### src/logic/kbi_regs.svh
// Register offsets, field positions, reset values, key count and vector for the keypad interrupt block
// Overview of operation
// (RULE_01) With level sensing selected, an enabled input requests on a falling edge and while held low.
// (RULE_02) A vector fetch acknowledge clears the pending keypad request as the sense mode allows.
// (RULE_03) Writing a one to the acknowledge bit gives the same acknowledge as a vector fetch.
// (RULE_04) An acknowledge write does not block later edges; a new falling edge latches a new request.
// (RULE_05) With the keypad mask clear and a request pending, the CPU is steered to the keypad vector.
// (RULE_06) In level mode the request stays set while any enabled input is low, even after acknowledge.
// (RULE_07) The auto-wakeup request clears only by an acknowledge write or by reset.
// (RULE_08) In level mode the request clears once acknowledge and all inputs high have both happened.
// (RULE_09) With level sensing off, inputs are falling-edge only and any acknowledge clears at once.
// (RULE_10) Reset clears the request and the level select bit even with an input held low.
// (RULE_11) A readable pending flag shows the request regardless of the mask.
// (RULE_12) With the mask set, requests are still latched and flagged but the CPU signal is withheld.
`ifndef KBI_REGS_SVH
`define KBI_REGS_SVH

`define KBI_ADDR_SCR        12'h000
`define KBI_ADDR_ENABLE     12'h004
`define KBI_ADDR_IRQ_STAT   12'h008
`define KBI_ADDR_IRQ_MASK   12'h00c

// Status/control bit positions
`define KBI_SCR_LEVEL       0
`define KBI_SCR_MASK        1
`define KBI_SCR_ACK         2
`define KBI_SCR_PEND        3
`define KBI_SCR_AWU         4

// Interrupt status bit positions
`define KBI_IST_KEY         0
`define KBI_IST_AWU         1

`define KBI_NUM_KEYS        6
`define KBI_VECTOR          16'hffe0
`define KBI_RST_SCR         5'h02
`define KBI_RST_ENABLE      6'h00
`define KBI_RST_IRQ         2'h0

`endif

### src/logic/kbi_pkg.sv
// Types shared by the keypad interrupt block
package kbi_pkg;
  typedef struct packed {
    logic level_sense_select;
    logic keypad_irq_mask;
  } kbi_ctrl_t;

  typedef struct packed {
    logic       req;
    logic [15:0] vector;
  } kbi_cpu_req_t;
endpackage : kbi_pkg

### src/logic/kbi_apb.sv
// APB slave front end: decodes one-cycle write and read strobes
`timescale 1ns/10ps
module kbi_apb (
  input  wire logic        psel_i,
  input  wire logic        penable_i,
  input  wire logic        pwrite_i,
  input  wire logic        ce_i,
  output logic             pready_o,
  output logic             wr_stb_o,
  output logic             rd_stb_o
);
  // Zero wait states, but a frozen block must not complete a transfer
  always_comb begin
    pready_o = ce_i;
    wr_stb_o = psel_i & penable_i & ce_i & pwrite_i;
    rd_stb_o = psel_i & penable_i & ce_i & ~pwrite_i;
  end
endmodule : kbi_apb

### src/logic/kbi_sync.sv
// Two-flop synchroniser for the keypad pins
`timescale 1ns/10ps
`include "kbi_regs.svh"
module kbi_sync (
  input  wire logic                      sys_clk_i,
  input  wire logic                      rst_b_i,
  input  wire logic                      ce_i,
  input  wire logic [`KBI_NUM_KEYS-1:0]  async_i,
  output logic      [`KBI_NUM_KEYS-1:0]  sync_o
);
  logic [`KBI_NUM_KEYS-1:0] meta;
  logic [`KBI_NUM_KEYS-1:0] next_meta;
  logic [`KBI_NUM_KEYS-1:0] next_sync;

  // Idle keys read high, so reset to ones to avoid a false edge
  always_comb begin
    next_meta = ce_i ? async_i : meta;
    next_sync = ce_i ? meta : sync_o;
  end

  always_ff @(posedge sys_clk_i) begin
    if (!rst_b_i) begin
      meta   <= {`KBI_NUM_KEYS{1'b1}};
      sync_o <= {`KBI_NUM_KEYS{1'b1}};
    end else begin
      meta   <= next_meta;
      sync_o <= next_sync;
    end
  end
endmodule : kbi_sync

### src/logic/kbi_top.sv
// Keypad interrupt request logic with APB registers and interrupt output
`timescale 1ns/10ps
`include "kbi_regs.svh"
module kbi_top (
  input  wire logic                     sys_clk_i,
  input  wire logic                     rst_b_i,
  input  wire logic                     ce_i,
  input  wire logic                     psel_i,
  input  wire logic                     penable_i,
  input  wire logic                     pwrite_i,
  input  wire logic [11:0]              paddr_i,
  input  wire logic [31:0]              pwdata_i,
  output logic      [31:0]              prdata_o,
  output logic                          pready_o,
  output logic                          pslverr_o,
  input  wire logic [`KBI_NUM_KEYS-1:0] keypad_pins_i,
  input  wire logic                     auto_wakeup_event_i,
  input  wire logic                     vector_fetch_ack_i,
  output kbi_pkg::kbi_cpu_req_t         cpu_req_o,
  output logic                          irq_o
);
  logic                     wr_stb;
  logic                     rd_stb;
  logic [`KBI_NUM_KEYS-1:0] keys;

  kbi_apb u_apb (
    .psel_i    (psel_i),
    .penable_i (penable_i),
    .pwrite_i  (pwrite_i),
    .ce_i      (ce_i),
    .pready_o  (pready_o),
    .wr_stb_o  (wr_stb),
    .rd_stb_o  (rd_stb)
  );

  kbi_sync u_sync (
    .sys_clk_i (sys_clk_i),
    .rst_b_i   (rst_b_i),
    .ce_i      (ce_i),
    .async_i   (keypad_pins_i),
    .sync_o    (keys)
  );

  // Register and request state
  kbi_pkg::kbi_ctrl_t       ctrl;
  kbi_pkg::kbi_ctrl_t       next_ctrl;
  logic [`KBI_NUM_KEYS-1:0] key_enable;
  logic [`KBI_NUM_KEYS-1:0] next_key_enable;
  logic [`KBI_NUM_KEYS-1:0] keys_q;
  logic                     key_req;
  logic                     next_key_req;
  logic                     ack_seen;
  logic                     next_ack_seen;
  logic                     auto_wakeup_request;
  logic                     next_auto_wakeup_request;
  logic [1:0]               irq_stat;
  logic [1:0]               next_irq_stat;
  logic [1:0]               irq_mask;
  logic [1:0]               next_irq_mask;
  logic [31:0]              rdata;
  logic [31:0]              next_rdata;

  // Decoded helpers
  logic                     sw_ack;
  logic                     any_ack;
  logic                     edge_hit;
  logic                     any_low;
  logic                     keypad_pending_flag;
  logic                     key_set;
  logic                     mapped;

  function automatic logic addr_is(input logic [11:0] a, input logic [11:0] b);
    addr_is = (a == b);
  endfunction : addr_is

  // Event and acknowledge decode
  always_comb begin
    sw_ack   = wr_stb & addr_is(paddr_i, `KBI_ADDR_SCR)
             & pwdata_i[`KBI_SCR_ACK];                               // RULE_03
    any_ack  = sw_ack | (ce_i & vector_fetch_ack_i);                 // RULE_02
    edge_hit = |(key_enable & keys_q & ~keys);                       // RULE_09
    any_low  = |(key_enable & ~keys);
    key_set  = edge_hit | (ctrl.level_sense_select & any_low);       // RULE_01
    mapped   = addr_is(paddr_i, `KBI_ADDR_SCR) | addr_is(paddr_i, `KBI_ADDR_ENABLE)
             | addr_is(paddr_i, `KBI_ADDR_IRQ_STAT) | addr_is(paddr_i, `KBI_ADDR_IRQ_MASK);
  end

  // Keypad request: set wins over acknowledge so no edge is lost
  always_comb begin
    next_key_req  = key_req;
    next_ack_seen = ack_seen;
    if (ce_i) begin
      if (!ctrl.level_sense_select) begin
        next_ack_seen = 1'b0;
        if (key_set) begin
          next_key_req = 1'b1;                                       // RULE_04
        end else if (any_ack) begin
          next_key_req = 1'b0;                                       // RULE_09
        end
      end else begin
        // Level mode: acknowledge and release may come in either order
        if (edge_hit) begin
          next_ack_seen = 1'b0;                                      // RULE_04
          next_key_req  = 1'b1;
        end else if (any_ack) begin
          next_ack_seen = key_req;
        end
        if (key_set) begin
          next_key_req = 1'b1;                                       // RULE_06
        end else if (key_req && (ack_seen || any_ack) && !edge_hit) begin
          next_key_req  = 1'b0;                                      // RULE_08
          next_ack_seen = 1'b0;
        end
        if (key_req && any_low && !edge_hit && any_ack) begin
          next_ack_seen = 1'b1;
        end
      end
    end
  end

  // Auto-wakeup request ignores vector fetches
  always_comb begin
    next_auto_wakeup_request = auto_wakeup_request;
    if (ce_i) begin
      if (auto_wakeup_event_i) begin
        next_auto_wakeup_request = 1'b1;
      end else if (sw_ack) begin
        next_auto_wakeup_request = 1'b0;                             // RULE_07
      end
    end
  end

  // Control, enable and interrupt registers
  always_comb begin
    next_ctrl       = ctrl;
    next_key_enable = key_enable;
    next_irq_mask   = irq_mask;
    next_irq_stat   = irq_stat;
    if (ce_i) begin
      if (wr_stb && addr_is(paddr_i, `KBI_ADDR_SCR)) begin
        next_ctrl.level_sense_select = pwdata_i[`KBI_SCR_LEVEL];
        next_ctrl.keypad_irq_mask    = pwdata_i[`KBI_SCR_MASK];
      end
      if (wr_stb && addr_is(paddr_i, `KBI_ADDR_ENABLE)) begin
        next_key_enable = pwdata_i[`KBI_NUM_KEYS-1:0];
      end
      if (wr_stb && addr_is(paddr_i, `KBI_ADDR_IRQ_MASK)) begin
        next_irq_mask = pwdata_i[1:0];
      end
      if (wr_stb && addr_is(paddr_i, `KBI_ADDR_IRQ_STAT)) begin
        next_irq_stat = irq_stat & ~pwdata_i[1:0];
      end
      // Sticky events set after the clear so a same-cycle event survives
      if (next_key_req && !key_req) begin
        next_irq_stat[`KBI_IST_KEY] = 1'b1;
      end
      if (auto_wakeup_event_i) begin
        next_irq_stat[`KBI_IST_AWU] = 1'b1;
      end
    end
  end

  // Read data mux, captured only on a read access
  always_comb begin
    keypad_pending_flag = key_req | auto_wakeup_request;            // RULE_11
    next_rdata = rdata;
    if (rd_stb) begin
      next_rdata = 32'h0000_0000;
      if (addr_is(paddr_i, `KBI_ADDR_SCR)) begin
        next_rdata[`KBI_SCR_LEVEL] = ctrl.level_sense_select;
        next_rdata[`KBI_SCR_MASK]  = ctrl.keypad_irq_mask;
        next_rdata[`KBI_SCR_PEND]  = keypad_pending_flag;
        next_rdata[`KBI_SCR_AWU]   = auto_wakeup_request;
      end else if (addr_is(paddr_i, `KBI_ADDR_ENABLE)) begin
        next_rdata[`KBI_NUM_KEYS-1:0] = key_enable;
      end else if (addr_is(paddr_i, `KBI_ADDR_IRQ_STAT)) begin
        next_rdata[1:0] = irq_stat;
      end else if (addr_is(paddr_i, `KBI_ADDR_IRQ_MASK)) begin
        next_rdata[1:0] = irq_mask;
      end
    end
  end

  // Read data is combinationally steered since pready is zero-wait
  always_comb begin
    prdata_o  = next_rdata;
    pslverr_o = psel_i & penable_i & ~mapped;
  end

  // CPU request withheld while masked, flag still visible
  always_comb begin
    cpu_req_o.req    = keypad_pending_flag & ~ctrl.keypad_irq_mask;  // RULE_12
    cpu_req_o.vector = `KBI_VECTOR;                                  // RULE_05
    irq_o            = |(irq_stat & irq_mask);
  end

  // State registers; reset clears request and level select
  always_ff @(posedge sys_clk_i) begin
    if (!rst_b_i) begin
      ctrl                <= kbi_pkg::kbi_ctrl_t'(2'b01);            // RULE_10
      key_enable          <= `KBI_RST_ENABLE;
      keys_q              <= {`KBI_NUM_KEYS{1'b1}};
      key_req             <= 1'b0;                                   // RULE_10
      ack_seen            <= 1'b0;
      auto_wakeup_request <= 1'b0;                                   // RULE_07
      irq_stat            <= `KBI_RST_IRQ;
      irq_mask            <= `KBI_RST_IRQ;
      rdata               <= 32'h0000_0000;
    end else begin
      ctrl                <= next_ctrl;
      key_enable          <= next_key_enable;
      keys_q              <= ce_i ? keys : keys_q;
      key_req             <= next_key_req;
      ack_seen            <= next_ack_seen;
      auto_wakeup_request <= next_auto_wakeup_request;
      irq_stat            <= next_irq_stat;
      irq_mask            <= next_irq_mask;
      rdata               <= next_rdata;
    end
  end
endmodule : kbi_top

### config.mk
export PLATFORM = sky130hd
export DESIGN_NAME = kbi_top
export DESIGN_NICKNAME = d
export VERILOG_FILES = /design/src/logic/kbi_pkg.sv /design/src/logic/kbi_apb.sv /design/src/logic/kbi_sync.sv /design/src/logic/kbi_top.sv
export VERILOG_INCLUDE_DIRS = /design/src /design/src/logic
export SDC_FILE = /design/constraint.sdc
export NUM_CORES = 1
export LEC_CHECK = 0
export BUFFER_PORTS_ARGS = -buffer_cell sky130_fd_sc_hd__buf_2
export CELL_PAD_IN_SITES_DETAIL_PLACEMENT = 0
export CELL_PAD_IN_SITES_GLOBAL_PLACEMENT = 1
export CORE_MARGIN = 2
export CORE_UTILIZATION = 38
export CTS_BUF_LIST = sky130_fd_sc_hd__clkbuf_16
export DETAILED_ROUTE_END_ITERATION = 10
export HOLD_SLACK_MARGIN = 0.06
export PLACE_DENSITY_LB_ADDON = 0.1
export SLEW_MARGIN = 20
export SYNTH_ARGS = -nofsm -noshare
export SYNTH_HDL_FRONTEND = slang
export SYNTH_SLANG_ARGS = --single-unit
### constraint.sdc
create_clock -name sys_clk_i -period 3.9 [get_ports sys_clk_i]
set_input_delay 0.195 -clock sys_clk_i [delete_from_list [all_inputs] [get_ports sys_clk_i]]
set_output_delay 0.195 -clock sys_clk_i [all_outputs]
set_load 0.03 [all_outputs]
==> results.json, run 1 <==
{
  "startpoint_type": "input pin",
  "grt_start_max_net_pins": 48,
  "fin_tns_setup_ns": 0,
  "cts_tree": "built",
  "seq_area_frac_synth_pct": 45.5,
  "grt_overflow_total": 0,
  "dieHeight_um": 90.8,
  "synth_common_cells": "dfxtp_1 (65), and2_1 (32), nand2_1 (31), and3_1 (29), mux2i_1 (27)",
  "crit_required_ns": 3.70,
  "end_kind": "primary output",
  "grt_pass1_wl_um": 9830,
  "h-tree-depth": 3,
  "coreArea_sq_um": 7250,
  "dp_slack_ns": 1.72,
  "synth.most_common_cell": "dfxtp_1",
  "dr.first_iter.drc_count": 121,
  "firstDrtPassIters": 5,
  "die_w_um": 90.8,
  "finalWorstSetupSlack_ns": 1.72,
  "cts_resized": 0,
  "wl_per_cell_um": 12.9,
  "power.total_w": 0.00155,
  "cts.sinks": 65,
  "fmax_mhz": 460,
  "pwr-share-seq_pct": 44.1,
  "p_sw_w": 0.000352,
  "pwr-share-comb_pct": 6.4,
  "status": "complete, no violations",
  "leakagePower_nw": 1.73,
  "hpwlAfterDp_um": 4150,
  "p_per_area_nw_per_um2": 445,
  "numCtsBuffers": 9,
  "hp-class": "input pin to flip-flop",
  "yosysWarningCount": 0,
  "ant_nets": 0,
  "grt_pass1_vias": 1970,
  "internal_power_w": 0.00120,
  "multi_input_area_sq_um": 1390,
  "synth_top_area_share_pct": 45.5,
  "nFillCells": 733,
  "diodes": 0,
  "ff_latch_area_sq_um": 1300,
  "ys_ff_latch": 65,
  "power_frac_clock_pct": 49.5,
  "rsz0062_at_grt": "false",
  "track_usage_pct": 15.1,
  "pin_count": 110,
  "path_max_fanout": 20,
  "hold_buffers": 0,
  "vias": 2196,
  "syn2layout_area_growth_pct": 21.5,
  "clk_pin_slew_ns": 0.05,
  "post_cts_buffers": 0,
  "yosysUniqueCellTypes": 44,
  "place_congestion": 0.800,
  "syn-mean-instance-area_sq_um": 9.50,
  "switching_share_pct": 22.7,
  "ctsLongestPathBuffers": 2,
  "postLayoutCoreUtil_pct": 47.9,
  "crit_type": "input pin to primary output",
  "setup_viol": 0,
  "relSlewSlack_pct": 54.2,
  "fin_nets": 418,
  "yosys-top-cells-area": "dfxtp_1 (45%), mux2i_1 (9.4%), and2_1 (7.0%), and3_1 (6.3%), buf_4 (4.5%)",
  "core.rowCount": 31,
  "slew_viol_final": 0,
  "synth.cell_area_sq_um": 2860,
  "peakVddDrop_v": 0.000293,
  "vias_per_cell": 4.73,
  "post-route-drc-count": 0,
  "finalHoldViolations": 0,
  "insertion_delay_ns": 0.32,
  "clock-root-buffer": "clkbuf_16",
  "port_buffers": 67,
  "initial_core_util_pct": 39.4,
  "worst_pin_slew_ns": 0.683,
  "async_flop_share_pct": 0,
  "synth_edf_count": 0,
  "finalCritPeriodShare_pct": 55.8,
  "synth-main-ff-cell": "dfxtp_1",
  "antenna_found_initial": 0,
  "clock_skew_ns": 0.00350,
  "drive_gt1_share_pct": 24.7,
  "drv_cap": 0,
  "synth_top_area_cell": "dfxtp_1",
  "min_period_ns": 2.18,
  "arrival_ns": 1.98,
  "wl_um": 6000,
  "die_area_sq_um": 8240,
  "synth_cells": 301
}
[critical path, stage by stage]
cell,delay [ns]
buf_2,0.11
nand4b_1,0.61
or3_1,0.59
o21ai_0,0.23
buf_2,0.24
[registers in the layout (all words and copies together) (netlist names)]
name                 flops
keys_q                   6
key_req                  1
irq_stat                 2
rdata                   32
ack_seen                 1
u_sync.sync_o            6
irq_mask                 2
key_enable               6
auto_wakeup_request      1
ctrl                     2
u_sync.meta              6
[area by class of cell]
type / instances / share of cell area, %
clock buffers: 9 / 6.48
clock inverters: 7 / 1.84
inverters: 5 / 0.540
multi-input cells: 209 / 39.8
flip-flops and latches: 65 / 37.4
well taps: 99 / 3.56
repair buffers: 70 / 10.3
[cells by family after synthesis]
group                  Yosys count  synth area share, %
DFF                             65                 45.5
muxes                           29                 11.0
other                            2                0.263
AOI/OAI and AO/OA               28                 6.74
buffers and inverters           41                 7.92
and+or+nand+nor                136                 28.6
[per-layer routing]
layer  wire length (um)  up-vias  track usage [%]
met1               3170      999             21.6
met3                336        8             4.92
met4                 89        0             6.92
li1                   -     1121                -
met5                  0        -                0
met2               2410       68             20.3
[worst paths after layout]
kind                            cells past startpoint                          end  slack, ns                           from
worst max-delay path                                5                  prdata_o[4]       1.72                       pwrite_i
worst min-delay path                                3  u_sync.meta[2]$_SDFFE_PN1P_       0.09               keypad_pins_i[2]
worst max register to register                      5     irq_stat[0]$_SDFFE_PN0P_       2.37  u_sync.sync_o[1]$_SDFFE_PN1P_
worst min register to register                      1          rdata[7]$_SDFF_PN0_       0.47            rdata[7]$_SDFF_PN0_
[per-stage QoR]
stage / instances / hold slack (ns) / cell area (sq um)
2_1_floorplan: 315 / 0.296 / 2910
3_3_place_gp: 448 / 0.410 / 3190
3_5_place_dp: 448 / 0.415 / 3190
4_1_cts: 464 / 0.0801 / 3480
5_1_grt: 464 / 0.0829 / 3480
6_report: 464 / 0.0887 / 3480
[power by group through the flow]
stage | sequential [W] | clock (W) | combinational, W
floorplan | 0.000694 | 0 | 0.0000811
global placement | 0.000696 | 0 | 0.0000988
detailed placement | 0.000696 | 0 | 0.0000991
CTS | 0.000682 | 0.000786 | 0.0000996
global route | 0.000683 | 0.000819 | 0.000109
finish | 0.000682 | 0.000767 | 0.0000988
[cell usage in the layout (no fill, tap or decap), types with 2 or more instances in the layout]
| cell | Yosys | routed |
|---|---|---|
| clkbuf_16 | 0 | 9 |
| inv_1 | 5 | 7 |
| and3_1 | 29 | 29 |
| mux4_2 | 2 | 2 |
| or3_1 | 2 | 2 |
| nor2_1 | 6 | 6 |
| nor4_4 | 2 | 2 |
| a22o_1 | 3 | 3 |
| and2_1 | 32 | 32 |
| nand2_1 | 31 | 31 |
| nand3b_1 | 4 | 4 |
| o211ai_1 | 2 | 2 |
| conb_1 | 2 | 16 |
| nand3_1 | 4 | 4 |
| clkinv_4 | 0 | 2 |
| a21oi_1 | 4 | 4 |
| buf_2 | 1 | 67 |
| o21ai_0 | 8 | 8 |
| nand4_1 | 3 | 3 |
| buf_4 | 17 | 3 |
| mux2i_1 | 27 | 27 |
| dfxtp_1 | 65 | 65 |
| nor2b_1 | 14 | 14 |
(Power assumes the default switching activity.)
==> run 2, diff against run 1 <==
CORE_UTILIZATION = 36   (was 38)
clock period = 2.3 ns   (was 3.9 ns; I/O delays follow)
==> results.json, run 2 (synthesized netlist as in run 1, its figures left out) <==
{
  "status": "complete, no violations",
  "dr.first_iter.drc_count": 66,
  "final_cell_mix": "buf_2 (67), dfxtp_1 (65), and2_1 (32), nand2_1 (31), and3_1 (29)",
  "coreArea_sq_um": 7730,
  "cp_slowest_cell": "nor4b_1",
  "firstDrtPassIters": 4,
  "end_kind": "primary output",
  "fin_tns_setup_ns": 0,
  "syn2layout_area_growth_pct": 25.0,
  "numCtsBuffers": 9,
  "ctsLongestPathBuffers": 2,
  "finalHoldViolations": 0,
  "diodes": 0,
  "place_congestion": 0.763,
  "postLayoutCoreUtil_pct": 46.3,
  "hpwlAfterDp_um": 4230,
  "worst-path-buf-inv": 2,
  "track_usage_pct": 15.0,
  "crit_family": "simple AND/OR/NAND/NOR gates",
  "crit_path_max_incr_delay_ns": 0.47,
  "grt_start_max_net_pins": 61,
  "slew_viol_final": 0,
  "drv_cap": 0,
  "startpoint_type": "input pin",
  "post-route-drc-count": 0,
  "crit_chain": "buf_2 > nor4_4 > nand3_4 > nor4b_1 > a22o_1 > buf_2",
  "port_buffers": 67,
  "antenna_found_initial": 0,
  "peakVddDrop_v": 0.000407,
  "setup_viol": 0,
  "path_common_cell": "buf_2",
  "cts_tree": "built",
  "finalCritPeriodShare_pct": 79.5,
  "fmax_mhz": 547,
  "cts_resized": 0,
  "pin_count": 110,
  "largest_register_ff_count": 32,
  "crit_required_ns": 2.18,
  "worst_pin_slew_ns": 0.522,
  "arrival_ns": 1.71,
  "leakagePower_nw": 1.77,
  "fin_nets": 429,
  "vias_per_cell": 4.64,
  "die_w_um": 93.1,
  "die_area_sq_um": 8670,
  "core.rowCount": 32,
  "rsz0062_at_grt": "false",
  "ant_nets": 0,
  "clk_pin_slew_ns": 0.05,
  "wl_um": 6160,
  "largest-register": "rdata",
  "wl_per_cell_um": 12.9,
  "grt_pass1_wl_um": 10200,
  "drive_gt1_share_pct": 24.0,
  "layout_commonest_cell": "buf_2",
  "vias": 2211,
  "min_period_ns": 1.83,
  "path_max_fanout": 8,
  "h-tree-depth": 3,
  "p_per_area_nw_per_um2": 730,
  "initial_core_util_pct": 37.0,
  "relSlewSlack_pct": 65.2,
  "hp-class": "input pin to flip-flop",
  "dieHeight_um": 93.1,
  "clock_skew_ns": 0.00481,
  "crit_type": "input pin to primary output",
  "insertion_delay_ns": 0.32,
  "grt_overflow_total": 0,
  "cts.sinks": 65,
  "grt_pass1_vias": 2080,
  "clock-root-buffer": "clkbuf_16"
}
## run 2: cell types whose count changed in the layout (fill, tap and decap cells not counted), sizes merged
cell	change
dlygate4sd3	+10
buf	+1
inv	-1
## run 2: power by group
part           switching, W  total, W  leakage (nW)  internal, W
Combinational      0.000114  0.000181          1.10    0.0000667
Clock              0.000457   0.00127         0.141     0.000816
Sequential        0.0000119   0.00116         0.527      0.00114
## run 2: through the flow
stage	hold WS [ns]	std cells	worst slack (ns)	total power (W)	area [sq um]
after floorplan	0.216	315	0.347	0.00131	2910
after global placement	0.331	452	0.491	0.00135	3200
after detailed placement	0.333	452	0.459	0.00135	3200
after CTS	0.0735	477	0.438	0.00266	3570
after global routing	0.0877	477	0.264	0.00273	3570
final	0.0756	477	0.471	0.00261	3570
## run 2: path summary, 6_finish.rpt
check             slack [ns]                           from                         end  cells after the start
setup / recovery        0.47                     paddr_i[5]                 prdata_o[2]                      6
hold / removal          0.08                    pwdata_i[4]  key_enable[4]$_SDFFE_PN0P_                      3
setup reg to reg        0.71  u_sync.sync_o[0]$_SDFFE_PN1P_    irq_stat[0]$_SDFFE_PN0P_                      5
hold reg to reg         0.47           rdata[26]$_SDFF_PN0_        rdata[26]$_SDFF_PN0_                      1
## run 2: final cells by class
type	instances	area, sq um
Fill cell	789	4150
Multi-Input combinational cell	209	1390
Sequential cell	65	1300
Timing Repair Buffer	81	465
Clock buffer	9	225
Tap cell	102	128
Clock inverter	6	51.3
Inverter	5	18.8
## run 2: layer usage
layer | up-vias | global-route usage [%] | part of all wire, %
met5 | - | 0 | 0
met4 | 0 | 6.25 | 0.89
met3 | 5 | 3.95 | 6.0
met2 | 62 | 22.6 | 43
met1 | 1005 | 20.3 | 50
li1 | 1139 | - | -
## run 2: worst min-delay path, delay by kind of cell
kind / cells / cell delay [ns]
and+or+nand+nor: 1 / 0.11
buffers and inverters: 1 / 0.08
muxes: 1 / 0.05
## run 2: timing repair
action / in CTS / in global routing
hold buffers: 10 / 0
hold endpoints to repair: 10 / 0
setup buffers: 0 / 0
endpoints found under the setup margin: 0 / 0
